File: src/rtl/scan_mode_pkg.sv
// Purpose: shared constants and types for the scan mode control block
// Assumes: 125 MHz system clock, 32-bit Avalon-MM register bus
// Notes: byte addresses, one aligned word per register
package scan_mode_pkg;
  localparam int unsigned CLK_MHZ = 125;
  localparam int unsigned HOLD_TIME_S = 5;
  localparam int unsigned HOLD_CYCLES = HOLD_TIME_S * CLK_MHZ * 1000000;
  localparam int unsigned HOLD_W = 30;
  localparam int unsigned STEP_HALF_NS = 4000;
  localparam int unsigned STEP_HALF_CYC = STEP_HALF_NS * CLK_MHZ / 1000;
  localparam int unsigned STEP_W = 9;
  localparam int unsigned POS_W = 11;
  localparam int unsigned JOG_N = 7;
  // register byte addresses
  localparam logic [4:0] REG_CTRL = 5'h00;
  localparam logic [4:0] REG_X_ORG = 5'h04;
  localparam logic [4:0] REG_Y_ORG = 5'h08;
  localparam logic [4:0] REG_Z_ORG = 5'h0c;
  localparam logic [4:0] REG_STATUS = 5'h10;
  localparam logic [10:0] ORG_RST = 11'h000;
  // control fields
  localparam int unsigned CTRL_FINE = 0;
  localparam int unsigned CTRL_CMD_LSB = 1;
  // status fields
  localparam int unsigned STAT_STATE_LSB = 0;
  localparam int unsigned STAT_SEQ_LSB = 5;
  localparam int unsigned STAT_LOCK = 7;
  localparam int unsigned STAT_JOG_LSB = 8;
  localparam int unsigned STAT_STOP = 15;
  localparam int unsigned STAT_MATCH = 16;
  localparam int unsigned STAT_AUTO = 17;
  localparam int unsigned STAT_MANUAL = 18;
  // jog flag positions
  localparam int unsigned JOG_XP = 0;
  localparam int unsigned JOG_XN = 1;
  localparam int unsigned JOG_YP = 2;
  localparam int unsigned JOG_YN = 3;
  localparam int unsigned JOG_ZP = 4;
  localparam int unsigned JOG_ZN = 5;
  // button positions
  localparam int unsigned BTN_AUTO = 0;
  localparam int unsigned BTN_MANUAL = 1;
  // origin search sequence codes
  localparam logic [1:0] SEQ_INIT = 2'h3;
  localparam logic [1:0] SEQ_Y = 2'h2;
  localparam logic [1:0] SEQ_Z = 2'h1;
  localparam logic [1:0] SEQ_DONE = 2'h0;
  typedef enum logic [4:0] {
    S_HOLD = 5'b00001,
    S_READY = 5'b00010,
    S_SEARCH = 5'b00100,
    S_SCAN = 5'b01000,
    S_MANUAL = 5'b10000
  } mode_t;
endpackage : scan_mode_pkg

File: src/rtl/edge_sync.sv
// Purpose: two-stage synchroniser with rising edge detect per bit
// Assumes: single clock, synchronous active low reset
// Notes: the first stage feeds only the second stage
`timescale 1ns/1ps
module edge_sync #(
  parameter int unsigned W = 1
) (
  input wire logic i_clk,
  input wire logic i_rst_n,
  input wire logic i_ce,
  input wire logic [W-1:0] i_din,
  output logic [W-1:0] o_level,
  output logic [W-1:0] o_rise
);
  logic [W-1:0] meta_r;
  logic [W-1:0] sync_r;
  logic [W-1:0] prev_r;

  // sample, settle and remember last level
  always_ff @(posedge i_clk) begin
    if (!i_rst_n) begin
      meta_r <= '0;
      sync_r <= '0;
      prev_r <= '0;
    end else if (i_ce) begin
      meta_r <= i_din;
      sync_r <= meta_r;
      prev_r <= sync_r;
    end
  end

  assign o_level = sync_r;
  assign o_rise = sync_r & ~prev_r;
endmodule : edge_sync

File: src/rtl/powerup_hold.sv
// Purpose: power-up hold timer that clamps the mode logic
// Assumes: CYCLES at least one
// Notes: release is synchronous, hold stays low once released
`timescale 1ns/1ps
module powerup_hold #(
  parameter int unsigned CYCLES = scan_mode_pkg::HOLD_CYCLES
) (
  input wire logic i_clk,
  input wire logic i_rst_n,
  input wire logic i_ce,
  output logic o_hold
);
  localparam logic [scan_mode_pkg::HOLD_W-1:0] LAST =
    scan_mode_pkg::HOLD_W'(CYCLES - 1);
  logic [scan_mode_pkg::HOLD_W-1:0] cnt_r;
  logic done_r;

  // count clock cycles until the hold time has passed
  always_ff @(posedge i_clk) begin
    if (!i_rst_n) begin
      cnt_r <= '0;
      done_r <= 1'b0;
    end else if (i_ce && !done_r) begin
      if (cnt_r == LAST) begin
        done_r <= 1'b1;
      end else begin
        cnt_r <= cnt_r + 1'b1;
      end
    end
  end

  assign o_hold = ~done_r;
endmodule : powerup_hold

File: src/rtl/scan_mode_control.sv
// Purpose: scan mode control, origin search, jog and axis routing
// Assumes: inputs synchronous to i_clk; start-stop logic is external
// Notes: command lines are registered, bus answers after one wait
// Summary of operation
// - hold mode state for five seconds after power
// - hold end clears lock, shows ready
// - first button sets mode and lock, later ignored
// - manual jog flag forces dwell override
// - auto search uses match and direction compare
// - two-bit sequencer from ones: X, Y, Z, done
// - drive three enables, sign and motor clock
// - search sign follows less-or-equal compare
// - setup keeps motor clock enabled
// - match rise advances sequencer by one
// - compare encoder of active axis only
// - Z origin: scan enable, clear auto, freeze
// - jog flags cleared during origin search
// - fine step: one switch press, one flag
// - clock enable fall clears all jog flags
// - auto scan, fine bit clear: routes programmer, blocks jog
// - manual: hold moves, release stops at digit
// - dwell override pulse or steady level
// - programmer gets commands, match, dwell; gives axes
// - match high when encoder equals target
// - programmer enables OR, sign AND-OR merge
`timescale 1ns/1ps
module scan_mode_control #(
  parameter int unsigned HOLD_CYCLES = scan_mode_pkg::HOLD_CYCLES
) (
  input wire logic i_clk,
  input wire logic i_rst_n,
  input wire logic i_ce,
  input wire logic [4:0] i_avs_address,
  input wire logic i_avs_read,
  input wire logic i_avs_write,
  input wire logic [31:0] i_avs_writedata,
  output logic [31:0] o_avs_readdata,
  output logic o_avs_waitrequest,
  input wire logic i_auto_btn,
  input wire logic i_manual_btn,
  input wire logic [6:0] i_jog_sw,
  input wire logic i_digit_step,
  input wire logic i_clock_enable,
  input wire logic i_dwell_done_pulse,
  input wire logic [10:0] i_x_position,
  input wire logic [10:0] i_y_position,
  input wire logic [10:0] i_z_position,
  input wire logic [1:0] i_prog_x_end,
  input wire logic [1:0] i_prog_y_end,
  input wire logic [1:0] i_prog_z_end,
  input wire logic [2:0] i_prog_dir,
  input wire logic i_prog_stop,
  output logic o_x_axis_enable,
  output logic o_y_axis_enable,
  output logic o_z_axis_enable,
  output logic o_sign,
  output logic o_motor_clock,
  output logic o_dwell_override,
  output logic o_setup_active,
  output logic o_scan_enable,
  output logic o_ready,
  output logic o_position_match,
  output logic [2:0] o_prog_cmd,
  output logic o_prog_match_pulse,
  output logic o_prog_dwell_pulse
);
  scan_mode_pkg::mode_t state_r;
  scan_mode_pkg::mode_t state_nxt;
  logic hold;
  logic [1:0] btn_rise;
  logic [6:0] jog_lvl;
  logic [6:0] jog_rise;
  logic [6:0] jog_r;
  logic [6:0] pick;
  logic [1:0] seq_r;
  logic lock_r;
  logic auto_r;
  logic manual_r;
  logic fine_r;
  logic search;
  logic scan;
  logic prog_route;
  logic jog_allowed;
  logic jog_set;
  logic match_d_r;
  logic match_rise;
  logic pos_le;
  logic [10:0] x_origin_point;
  logic [10:0] y_origin_point;
  logic [10:0] z_origin_point;
  logic [10:0] pos_sel;
  logic [10:0] tgt_sel;
  logic prog_x;
  logic prog_y;
  logic prog_z;
  logic x_enable_merge_gate;
  logic y_enable_merge_gate;
  logic z_enable_merge_gate;
  logic sign_merge_gate;
  logic run;
  logic run_d_r;
  logic run_fall;
  logic [scan_mode_pkg::STEP_W-1:0] div_r;
  logic ack_r;
  logic req;
  logic wr_go;
  logic [31:0] rd_mux;

  // counted power-up hold and input conditioning
  powerup_hold #(.CYCLES(HOLD_CYCLES)) u_hold (
    .i_clk(i_clk),
    .i_rst_n(i_rst_n),
    .i_ce(i_ce),
    .o_hold(hold)
  );

  edge_sync #(.W(2)) u_btn (
    .i_clk(i_clk),
    .i_rst_n(i_rst_n),
    .i_ce(i_ce),
    .i_din({i_manual_btn, i_auto_btn}),
    .o_level(),
    .o_rise(btn_rise)
  );

  edge_sync #(.W(scan_mode_pkg::JOG_N)) u_jog (
    .i_clk(i_clk),
    .i_rst_n(i_rst_n),
    .i_ce(i_ce),
    .i_din(i_jog_sw),
    .o_level(jog_lvl),
    .o_rise(jog_rise)
  );

  assign search = (state_r == scan_mode_pkg::S_SEARCH);
  assign scan = (state_r == scan_mode_pkg::S_SCAN);

  // mode sequence: hold, ready, then auto search or manual
  always_comb begin
    state_nxt = state_r;
    case (state_r)
      scan_mode_pkg::S_HOLD: begin
        if (!hold) state_nxt = scan_mode_pkg::S_READY;
      end
      scan_mode_pkg::S_READY: begin
        if (btn_rise[scan_mode_pkg::BTN_AUTO]) begin
          state_nxt = scan_mode_pkg::S_SEARCH;
        end else if (btn_rise[scan_mode_pkg::BTN_MANUAL]) begin
          state_nxt = scan_mode_pkg::S_MANUAL;
        end
      end
      scan_mode_pkg::S_SEARCH: begin
        if (seq_r == scan_mode_pkg::SEQ_DONE) begin
          state_nxt = scan_mode_pkg::S_SCAN;
        end
      end
      scan_mode_pkg::S_SCAN: state_nxt = state_r;
      scan_mode_pkg::S_MANUAL: state_nxt = state_r;
      default: state_nxt = scan_mode_pkg::S_HOLD;
    endcase
    if (hold) state_nxt = scan_mode_pkg::S_HOLD;
  end

  always_ff @(posedge i_clk) begin
    if (!i_rst_n) state_r <= scan_mode_pkg::S_HOLD;
    else if (i_ce) state_r <= state_nxt;
  end

  // mode lock: set in hold, cleared at release, set by a button
  always_ff @(posedge i_clk) begin
    if (!i_rst_n) begin
      lock_r <= 1'b1;
    end else if (i_ce) begin
      if (hold) lock_r <= 1'b1;
      else if (state_r == scan_mode_pkg::S_HOLD) lock_r <= 1'b0;
      else if (state_r == scan_mode_pkg::S_READY && |btn_rise)
        lock_r <= 1'b1;
    end
  end

  // mode flags, auto wins when both buttons rise together
  always_ff @(posedge i_clk) begin
    if (!i_rst_n) begin
      auto_r <= 1'b0;
      manual_r <= 1'b0;
    end else if (i_ce) begin
      if (hold) begin
        auto_r <= 1'b0;
        manual_r <= 1'b0;
      end else if (state_r == scan_mode_pkg::S_READY) begin
        auto_r <= btn_rise[scan_mode_pkg::BTN_AUTO];
        manual_r <= btn_rise[scan_mode_pkg::BTN_MANUAL] &
                    ~btn_rise[scan_mode_pkg::BTN_AUTO];
      end else if (search && seq_r == scan_mode_pkg::SEQ_DONE) begin
        auto_r <= 1'b0;
      end
    end
  end

  // origin search sequencer counts down from all ones
  assign match_rise = o_position_match & ~match_d_r;
  always_ff @(posedge i_clk) begin
    if (!i_rst_n) begin
      seq_r <= scan_mode_pkg::SEQ_INIT;
      match_d_r <= 1'b0;
    end else if (i_ce) begin
      match_d_r <= o_position_match;
      if (hold) seq_r <= scan_mode_pkg::SEQ_INIT;
      else if (search && match_rise && seq_r != scan_mode_pkg::SEQ_DONE)
        seq_r <= seq_r - 2'h1;
    end
  end

  // programmer merge of endpoint and direction flags
  assign prog_x = |i_prog_x_end;
  assign prog_y = |i_prog_y_end;
  assign prog_z = |i_prog_z_end;
  assign prog_route = scan & ~fine_r;

  // axis select: search decode, programmer or jog flags
  always_comb begin
    if (search) begin
      x_enable_merge_gate = (seq_r == scan_mode_pkg::SEQ_INIT);
      y_enable_merge_gate = (seq_r == scan_mode_pkg::SEQ_Y);
      z_enable_merge_gate = (seq_r == scan_mode_pkg::SEQ_Z);
    end else if (prog_route) begin
      x_enable_merge_gate = prog_x;
      y_enable_merge_gate = prog_y;
      z_enable_merge_gate = prog_z;
    end else begin
      x_enable_merge_gate = jog_r[scan_mode_pkg::JOG_XP] |
                            jog_r[scan_mode_pkg::JOG_XN];
      y_enable_merge_gate = jog_r[scan_mode_pkg::JOG_YP] |
                            jog_r[scan_mode_pkg::JOG_YN];
      z_enable_merge_gate = jog_r[scan_mode_pkg::JOG_ZP] |
                            jog_r[scan_mode_pkg::JOG_ZN];
    end
  end

  // encoder and target of the active axis feed the comparator
  always_comb begin
    pos_sel = 11'h000;
    tgt_sel = 11'h000;
    case ({z_enable_merge_gate, y_enable_merge_gate, x_enable_merge_gate})
      3'b001: begin
        pos_sel = i_x_position;
        tgt_sel = x_origin_point;
      end
      3'b010: begin
        pos_sel = i_y_position;
        tgt_sel = y_origin_point;
      end
      3'b100: begin
        pos_sel = i_z_position;
        tgt_sel = z_origin_point;
      end
      default: begin
        pos_sel = 11'h000;
        tgt_sel = 11'h000;
      end
    endcase
  end

  assign pos_le = (pos_sel <= tgt_sel);

  // sign: compare in search, programmer merge or jog direction
  always_comb begin
    if (search) begin
      sign_merge_gate = pos_le;
    end else if (prog_route) begin
      sign_merge_gate = (prog_x & i_prog_dir[0]) |
                        (prog_y & i_prog_dir[1]) |
                        (prog_z & i_prog_dir[2]);
    end else begin
      sign_merge_gate = jog_r[scan_mode_pkg::JOG_XP] |
                        jog_r[scan_mode_pkg::JOG_YP] |
                        jog_r[scan_mode_pkg::JOG_ZP];
    end
  end

  // registered command lines and comparator result
  always_ff @(posedge i_clk) begin
    if (!i_rst_n) begin
      o_x_axis_enable <= 1'b0;
      o_y_axis_enable <= 1'b0;
      o_z_axis_enable <= 1'b0;
      o_sign <= 1'b0;
      o_position_match <= 1'b0;
    end else if (i_ce) begin
      o_x_axis_enable <= x_enable_merge_gate;
      o_y_axis_enable <= y_enable_merge_gate;
      o_z_axis_enable <= z_enable_merge_gate;
      o_sign <= sign_merge_gate;
      o_position_match <= (pos_sel == tgt_sel) &
        (x_enable_merge_gate | y_enable_merge_gate |
         z_enable_merge_gate);
    end
  end

  // jog flags, single axis chosen by lowest bit
  assign jog_allowed = manual_r | (scan & fine_r);
  assign pick = jog_rise & (~jog_rise + 7'h01);
  assign jog_set = jog_allowed & (jog_r == 7'h00) & (|jog_rise);
  assign run = i_clock_enable | search;
  assign run_fall = run_d_r & ~run;

  always_ff @(posedge i_clk) begin
    if (!i_rst_n) begin
      jog_r <= 7'h00;
      run_d_r <= 1'b0;
    end else if (i_ce) begin
      run_d_r <= run;
      if (!jog_allowed) jog_r <= 7'h00;
      else if (jog_set) jog_r <= pick;
      else if (run_fall) jog_r <= 7'h00;
      else if (manual_r && i_digit_step)
        jog_r <= jog_r & jog_lvl;
    end
  end

  // dwell override: level in manual, one pulse per fine step
  always_ff @(posedge i_clk) begin
    if (!i_rst_n) o_dwell_override <= 1'b0;
    else if (i_ce)
      o_dwell_override <= manual_r ? |jog_r : jog_set;
  end

  // motor clock runs while enabled, low otherwise
  always_ff @(posedge i_clk) begin
    if (!i_rst_n) begin
      div_r <= '0;
      o_motor_clock <= 1'b0;
    end else if (i_ce) begin
      if (!run) begin
        div_r <= '0;
        o_motor_clock <= 1'b0;
      end else if (div_r ==
          scan_mode_pkg::STEP_W'(scan_mode_pkg::STEP_HALF_CYC - 1)) begin
        div_r <= '0;
        o_motor_clock <= ~o_motor_clock;
      end else begin
        div_r <= div_r + 1'b1;
      end
    end
  end

  // programmer strobes: match and dwell pulses during scan
  always_ff @(posedge i_clk) begin
    if (!i_rst_n) begin
      o_prog_match_pulse <= 1'b0;
      o_prog_dwell_pulse <= 1'b0;
    end else if (i_ce) begin
      o_prog_match_pulse <= scan & match_rise;
      o_prog_dwell_pulse <= scan & i_dwell_done_pulse;
    end
  end

  assign o_setup_active = search;
  assign o_scan_enable = scan;
  assign o_ready = (state_r == scan_mode_pkg::S_READY);

  // bus slave: one wait state, then the answer
  assign req = i_avs_read | i_avs_write;
  assign o_avs_waitrequest = req & ~(ack_r & i_ce);
  assign wr_go = i_ce & i_avs_write & ack_r;

  always_ff @(posedge i_clk) begin
    if (!i_rst_n) ack_r <= 1'b0;
    else if (i_ce) ack_r <= req & ~ack_r;
  end

  // read mux, unmapped offsets read zero
  always_comb begin
    rd_mux = 32'h0000_0000;
    case (i_avs_address)
      scan_mode_pkg::REG_CTRL: rd_mux[scan_mode_pkg::CTRL_FINE] = fine_r;
      scan_mode_pkg::REG_X_ORG: rd_mux[10:0] = x_origin_point;
      scan_mode_pkg::REG_Y_ORG: rd_mux[10:0] = y_origin_point;
      scan_mode_pkg::REG_Z_ORG: rd_mux[10:0] = z_origin_point;
      scan_mode_pkg::REG_STATUS: begin
        rd_mux[scan_mode_pkg::STAT_STATE_LSB +: 5] = state_r;
        rd_mux[scan_mode_pkg::STAT_SEQ_LSB +: 2] = seq_r;
        rd_mux[scan_mode_pkg::STAT_LOCK] = lock_r;
        rd_mux[scan_mode_pkg::STAT_JOG_LSB +: 7] = jog_r;
        rd_mux[scan_mode_pkg::STAT_STOP] = i_prog_stop;
        rd_mux[scan_mode_pkg::STAT_MATCH] = o_position_match;
        rd_mux[scan_mode_pkg::STAT_AUTO] = auto_r;
        rd_mux[scan_mode_pkg::STAT_MANUAL] = manual_r;
      end
      default: rd_mux = 32'h0000_0000;
    endcase
  end

  // register writes and command pulses toward the programmer
  always_ff @(posedge i_clk) begin
    if (!i_rst_n) begin
      o_avs_readdata <= 32'h0000_0000;
      fine_r <= 1'b0;
      x_origin_point <= scan_mode_pkg::ORG_RST;
      y_origin_point <= scan_mode_pkg::ORG_RST;
      z_origin_point <= scan_mode_pkg::ORG_RST;
      o_prog_cmd <= 3'h0;
    end else if (i_ce) begin
      if (i_avs_read && !ack_r) o_avs_readdata <= rd_mux;
      o_prog_cmd <= 3'h0;
      if (wr_go) begin
        case (i_avs_address)
          scan_mode_pkg::REG_CTRL: begin
            fine_r <= i_avs_writedata[scan_mode_pkg::CTRL_FINE];
            o_prog_cmd <=
              i_avs_writedata[scan_mode_pkg::CTRL_CMD_LSB +: 3];
          end
          scan_mode_pkg::REG_X_ORG: x_origin_point <= i_avs_writedata[10:0];
          scan_mode_pkg::REG_Y_ORG: y_origin_point <= i_avs_writedata[10:0];
          scan_mode_pkg::REG_Z_ORG: z_origin_point <= i_avs_writedata[10:0];
          default: fine_r <= fine_r;
        endcase
      end
    end
  end

  // checks on mode, search and jog behaviour
  chk_hold_clamp: assert property (@(posedge i_clk) disable iff (!i_rst_n)
    hold |-> ##1 (lock_r && seq_r == 2'h3 && !auto_r))
    else $error("hold did not clamp mode state");
  chk_ready_unlock: assert property (@(posedge i_clk) disable iff (!i_rst_n)
    o_ready |-> !lock_r)
    else $error("ready shown while locked");
  chk_lock_stays: assert property (@(posedge i_clk) disable iff (!i_rst_n)
    (lock_r && !hold && state_r != scan_mode_pkg::S_HOLD) |=> lock_r)
    else $error("mode lock released without power cycle");
  chk_dwell_level: assert property (@(posedge i_clk) disable iff (!i_rst_n)
    (i_ce && manual_r && jog_r != 7'h00) |=> o_dwell_override)
    else $error("dwell override missing in manual jog");
  chk_search_sign: assert property (@(posedge i_clk) disable iff (!i_rst_n)
    (i_ce && search) |=> o_sign == $past(pos_le))
    else $error("search sign not from compare");
  chk_seq_step: assert property (@(posedge i_clk) disable iff (!i_rst_n)
    (i_ce && search && match_rise && seq_r != 2'h0 && !hold)
    |=> seq_r == $past(seq_r) - 2'h1)
    else $error("sequencer did not advance on match");
  chk_search_done: assert property (@(posedge i_clk) disable iff (!i_rst_n)
    (i_ce && !hold && search && seq_r == 2'h0)
    |=> (o_scan_enable && !auto_r && seq_r == 2'h0))
    else $error("search end did not enter scan");
  chk_search_jog: assert property (@(posedge i_clk) disable iff (!i_rst_n)
    search |-> jog_r == 7'h00)
    else $error("jog flag set during search");
  chk_jog_clear: assert property (@(posedge i_clk) disable iff (!i_rst_n)
    (i_ce && run_fall && !jog_set) |=> jog_r == 7'h00)
    else $error("jog flags survived clock enable fall");
  chk_scan_route: assert property (@(posedge i_clk) disable iff (!i_rst_n)
    (i_ce && prog_route) |=> (o_x_axis_enable == $past(prog_x) &&
    o_z_axis_enable == $past(prog_z)))
    else $error("programmer enables not routed in scan");
  chk_one_axis: assert property (@(posedge i_clk) disable iff (!i_rst_n)
    $onehot0({o_x_axis_enable, o_y_axis_enable, o_z_axis_enable}))
    else $error("more than one axis enabled");
endmodule : scan_mode_control

File: config.mk
export PLATFORM = sky130hd
export DESIGN_NAME = scan_mode_control
export DESIGN_NICKNAME = d
export VERILOG_FILES = /design/src/rtl/scan_mode_pkg.sv /design/src/rtl/edge_sync.sv /design/src/rtl/powerup_hold.sv /design/src/rtl/scan_mode_control.sv
export SDC_FILE = /design/constraint.sdc
export NUM_CORES = 1
export LEC_CHECK = 0
export BUFFER_PORTS_ARGS = -buffer_cell sky130_fd_sc_hd__buf_2
export CORE_MARGIN = 2
export CORE_UTILIZATION = 45
export CTS_BUF_LIST = sky130_fd_sc_hd__clkbuf_4 sky130_fd_sc_hd__clkbuf_8 sky130_fd_sc_hd__clkbuf_16
export CTS_CLUSTER_SIZE = 12
export DETAILED_ROUTE_END_ITERATION = 12
export GPL_ROUTABILITY_DRIVEN = 0
export GPL_TIMING_DRIVEN = 0
export PLACE_DENSITY = 0.64
export SLEW_MARGIN = 25
export SYNTH_ARGS = -nofsm -noshare
export SYNTH_HDL_FRONTEND = slang
export SYNTH_SLANG_ARGS = --single-unit
File: constraint.sdc
create_clock -name i_clk -period 4 [get_ports i_clk]
set_clock_uncertainty 0.1 [all_clocks]
set_input_delay 1 -clock i_clk [delete_from_list [all_inputs] [get_ports i_clk]]
set_output_delay 1 -clock i_clk [all_outputs]
set_load 0.05 [all_outputs]
==> out/results.txt <==
Largest net degree at the start of global routing - 20
CTS tree - built
First-pass DRT Iterations - 5
Max Cap Viol - 0
Dominant synthesized flop cell - dfxtp_1
Async set or reset register ratio after synthesis - 0%
GRT Overall Usage - 23.6%
Initial antenna violation count - 0
Layout cells sized above 1 - 20.1%
Setup TNS - 0 ns
GR Overflow Total - 0
Final Hold Viols - 0
Vias in the first global route - 6738
Worst-path clk slew - 0.06 ns
Final nets - 1160
CTS Buffer Depth - 2
LEAKAGE - 3.71 nW
Layout area overhead - 18.9%
Port Buffers - 109
Detail Route Antenna Nets - 0
Ys Warns - 0
Synthesized area - 8090 sq um
Most common cell in the synthesized netlist - dfxtp_1
Netlist cell types - 67
Htree depth - 4
Starting density of the core - 45.5%
Part of the cycle the worst path needs - 96.0%
Rel. slew slack - 45.3%
Row cnt - 49
Dpl hpwl - 16.9 mm
Commonest cells in the netlist - 152 x dfxtp_1, 92 x nand2_1, 82 x nor2b_1, 58 x mux2i_1, 40 x o21ai_0
Die area - 19100 sq um
Tmin final - 3.84 ns
IO Pins - 145
Cells after Synth - 907
Final setup fails - 0
Core box area - 17800 sq um
Post-CTS Setup Bufs - 0
VDD IR max - 0.304 mV
Drt initial violations - 502
Clock Tree Root - clkbuf_16
CP Max Fanout - 19
Final wirelength - 22.8 mm
Register bit total from synthesis - 152
Setup CP Type - in2out
Die width - 138 um
Clk_lat worst skew - 0.43 ns
Vias after detailed routing - 7083
Sequential share of the synthesized area - 37.6%
Num Clock Sinks - 152
Largest area contributor in the synthesized netlist - dfxtp_1
Layout Cells excl Fill - 1288
Dpl ws - -0.660 ns
Startpoint types - input port
Die Height - 138 um
RSZ-0062 raised after global routing - false
Avg Inst Size Synth - 8.92 sq um
Synth area leaders - dfxtp_1 38%, mux2i_1 7.2%, nor2b_1 6.3%, nand2_1 4.3%, a21boi_0 3.5%
Post-synth top area share - 37.6%
Outcome - finished clean
Inst Count DP - 1257
Remaining DRCs - 0
Peak Freq - 260 MHz
Critical Path AT - 2.74 ns
First-pass GRT wire length - 36.1 mm
Vias per cell - 5.50
Drt wl/cell - 17.7 um
Pwr/cell area - 353 nW/um^2
Crit. End Element - primary output
Hold Buf Count CTS - 0
Fin. max-slew vios - 0
Req. time, crit path - 2.90 ns
Worst Tran Pin Value - 0.821 ns
Hold Path Class - reg2reg
EDFF count, synth - 0
Slack of the critical path - 0.161 ns
Total clock buffers created by CTS - 17
Diode count - 0
## worst max-delay path, cell delays in order
cell and delay, ns:
buf_2 0.13, clkbuf_1 0.44, clkbuf_4 0.45, clkbuf_2 0.34, a21oi_1 0.13, buf_2 0.23
## layout make-up
class	instances	area, sq um
Sequential cell	152	3040
Buffer	66	357
Timing Repair Buffer	109	546
Inverter	13	48.8
Multi-Input combinational cell	687	4760
Tap cell	229	287
Fill cell	1730	8160
Clock buffer	20	467
Clock inverter	12	118
## metrics by stage
stage | instance area [sq um] | total power, mW | hold slack [ns] | util [%]
after floorplan | 8140 | 1.74 | 0.354 | -
after global routing | 9620 | 3.50 | 0.404 | 54.1
after CTS | 9580 | 3.41 | 0.373 | 53.9
after global placement | 8970 | 1.83 | 0.358 | 50.5
final | 9620 | 3.39 | 0.369 | 54.1
after detailed placement | 8970 | 1.83 | 0.361 | 50.5
## what timing repair did
action | in CTS | in global routing
pin swaps | 0 | 1
endpoints found under the setup margin | 2 | 1
gates resized for setup | 6 | 9
## final timing paths
path / from / to / slack [ns] / cells past startpoint
worst min register to register: o_avs_readdata[12] / o_avs_readdata[12] / 0.37 / 2
worst min-delay path: o_avs_readdata[12] / o_avs_readdata[12] / 0.37 / 2
worst max register to register: state_r[4] / o_sign / 0.25 / 15
worst max-delay path: i_ce / o_avs_waitrequest / 0.16 / 6
## cells by family after synthesis
group                      Yosys count  share of synthesized area, %
xor gates and xnor gates            35                          3.79
AOI/OAI and AO/OA                  195                          19.0
and+or+nand+nor                    368                          24.6
other                                1                        0.0463
muxes                               59                          7.31
buffers and inverters               80                          4.99
adders and majority gates           17                          2.63
DFF                                152                          37.6
## cells in the final DEF (no fill, tap or decap), types with 4 or more instances in the layout
cell type and n:
dfxtp_1 152, buf_2 114, nand2_1 92, nor2b_1 82, mux2i_1 58, nand3_1 39
o21ai_0 38, a21boi_0 38, nor2_1 35, clkbuf_1 35, a22oi_1 23, and2_1 23
nand4_1 20, a22oi_2 19, xor2_1 18, a21oi_1 17, xnor2_1 17, ha_1 17
clkbuf_16 17, buf_4 16, nor3_1 14, conb_1 13, o2bb2ai_1 12, inv_1 12
a2bb2oi_2 9, nand2b_1 9, nor4_1 8, and3_1 6, buf_6 5, or3_1 5
a211oi_1 4, nand3b_1 4, o211a_1 4, a31oi_1 4, o211ai_1 4, and4_1 4
clkinvlp_4 4
## power by group
| part | internal (mW) | total, mW | switching [mW] |
|---|---|---|---|
| logic | 0.0958 | 0.254 | 0.158 |
| clock network | 0.913 | 1.59 | 0.679 |
| registers | 1.53 | 1.55 | 0.0150 |
| total | 2.54 | 3.39 | 0.852 |
## registers in the layout, summed over array words and instances, names as in the netlist, 9 cells and up
| register | flops |
|---|---|
| div_r | 9 |
| y_origin_point | 11 |
| z_origin_point | 11 |
| u_hold.cnt_r | 30 |
| x_origin_point | 11 |
| o_avs_readdata | 19 |
## routing by layer
metal / part of all wire (%) / global-route usage [%] / vias up
met4: 3.1 / 9.02 / 0
met1: 45 / 31.7 / 3327
met5: 0 / 0 / -
li1: - / - / 3504
met2: 46 / 37.8 / 215
met3: 5.7 / 4.61 / 37
(Power assumes the default switching activity.)
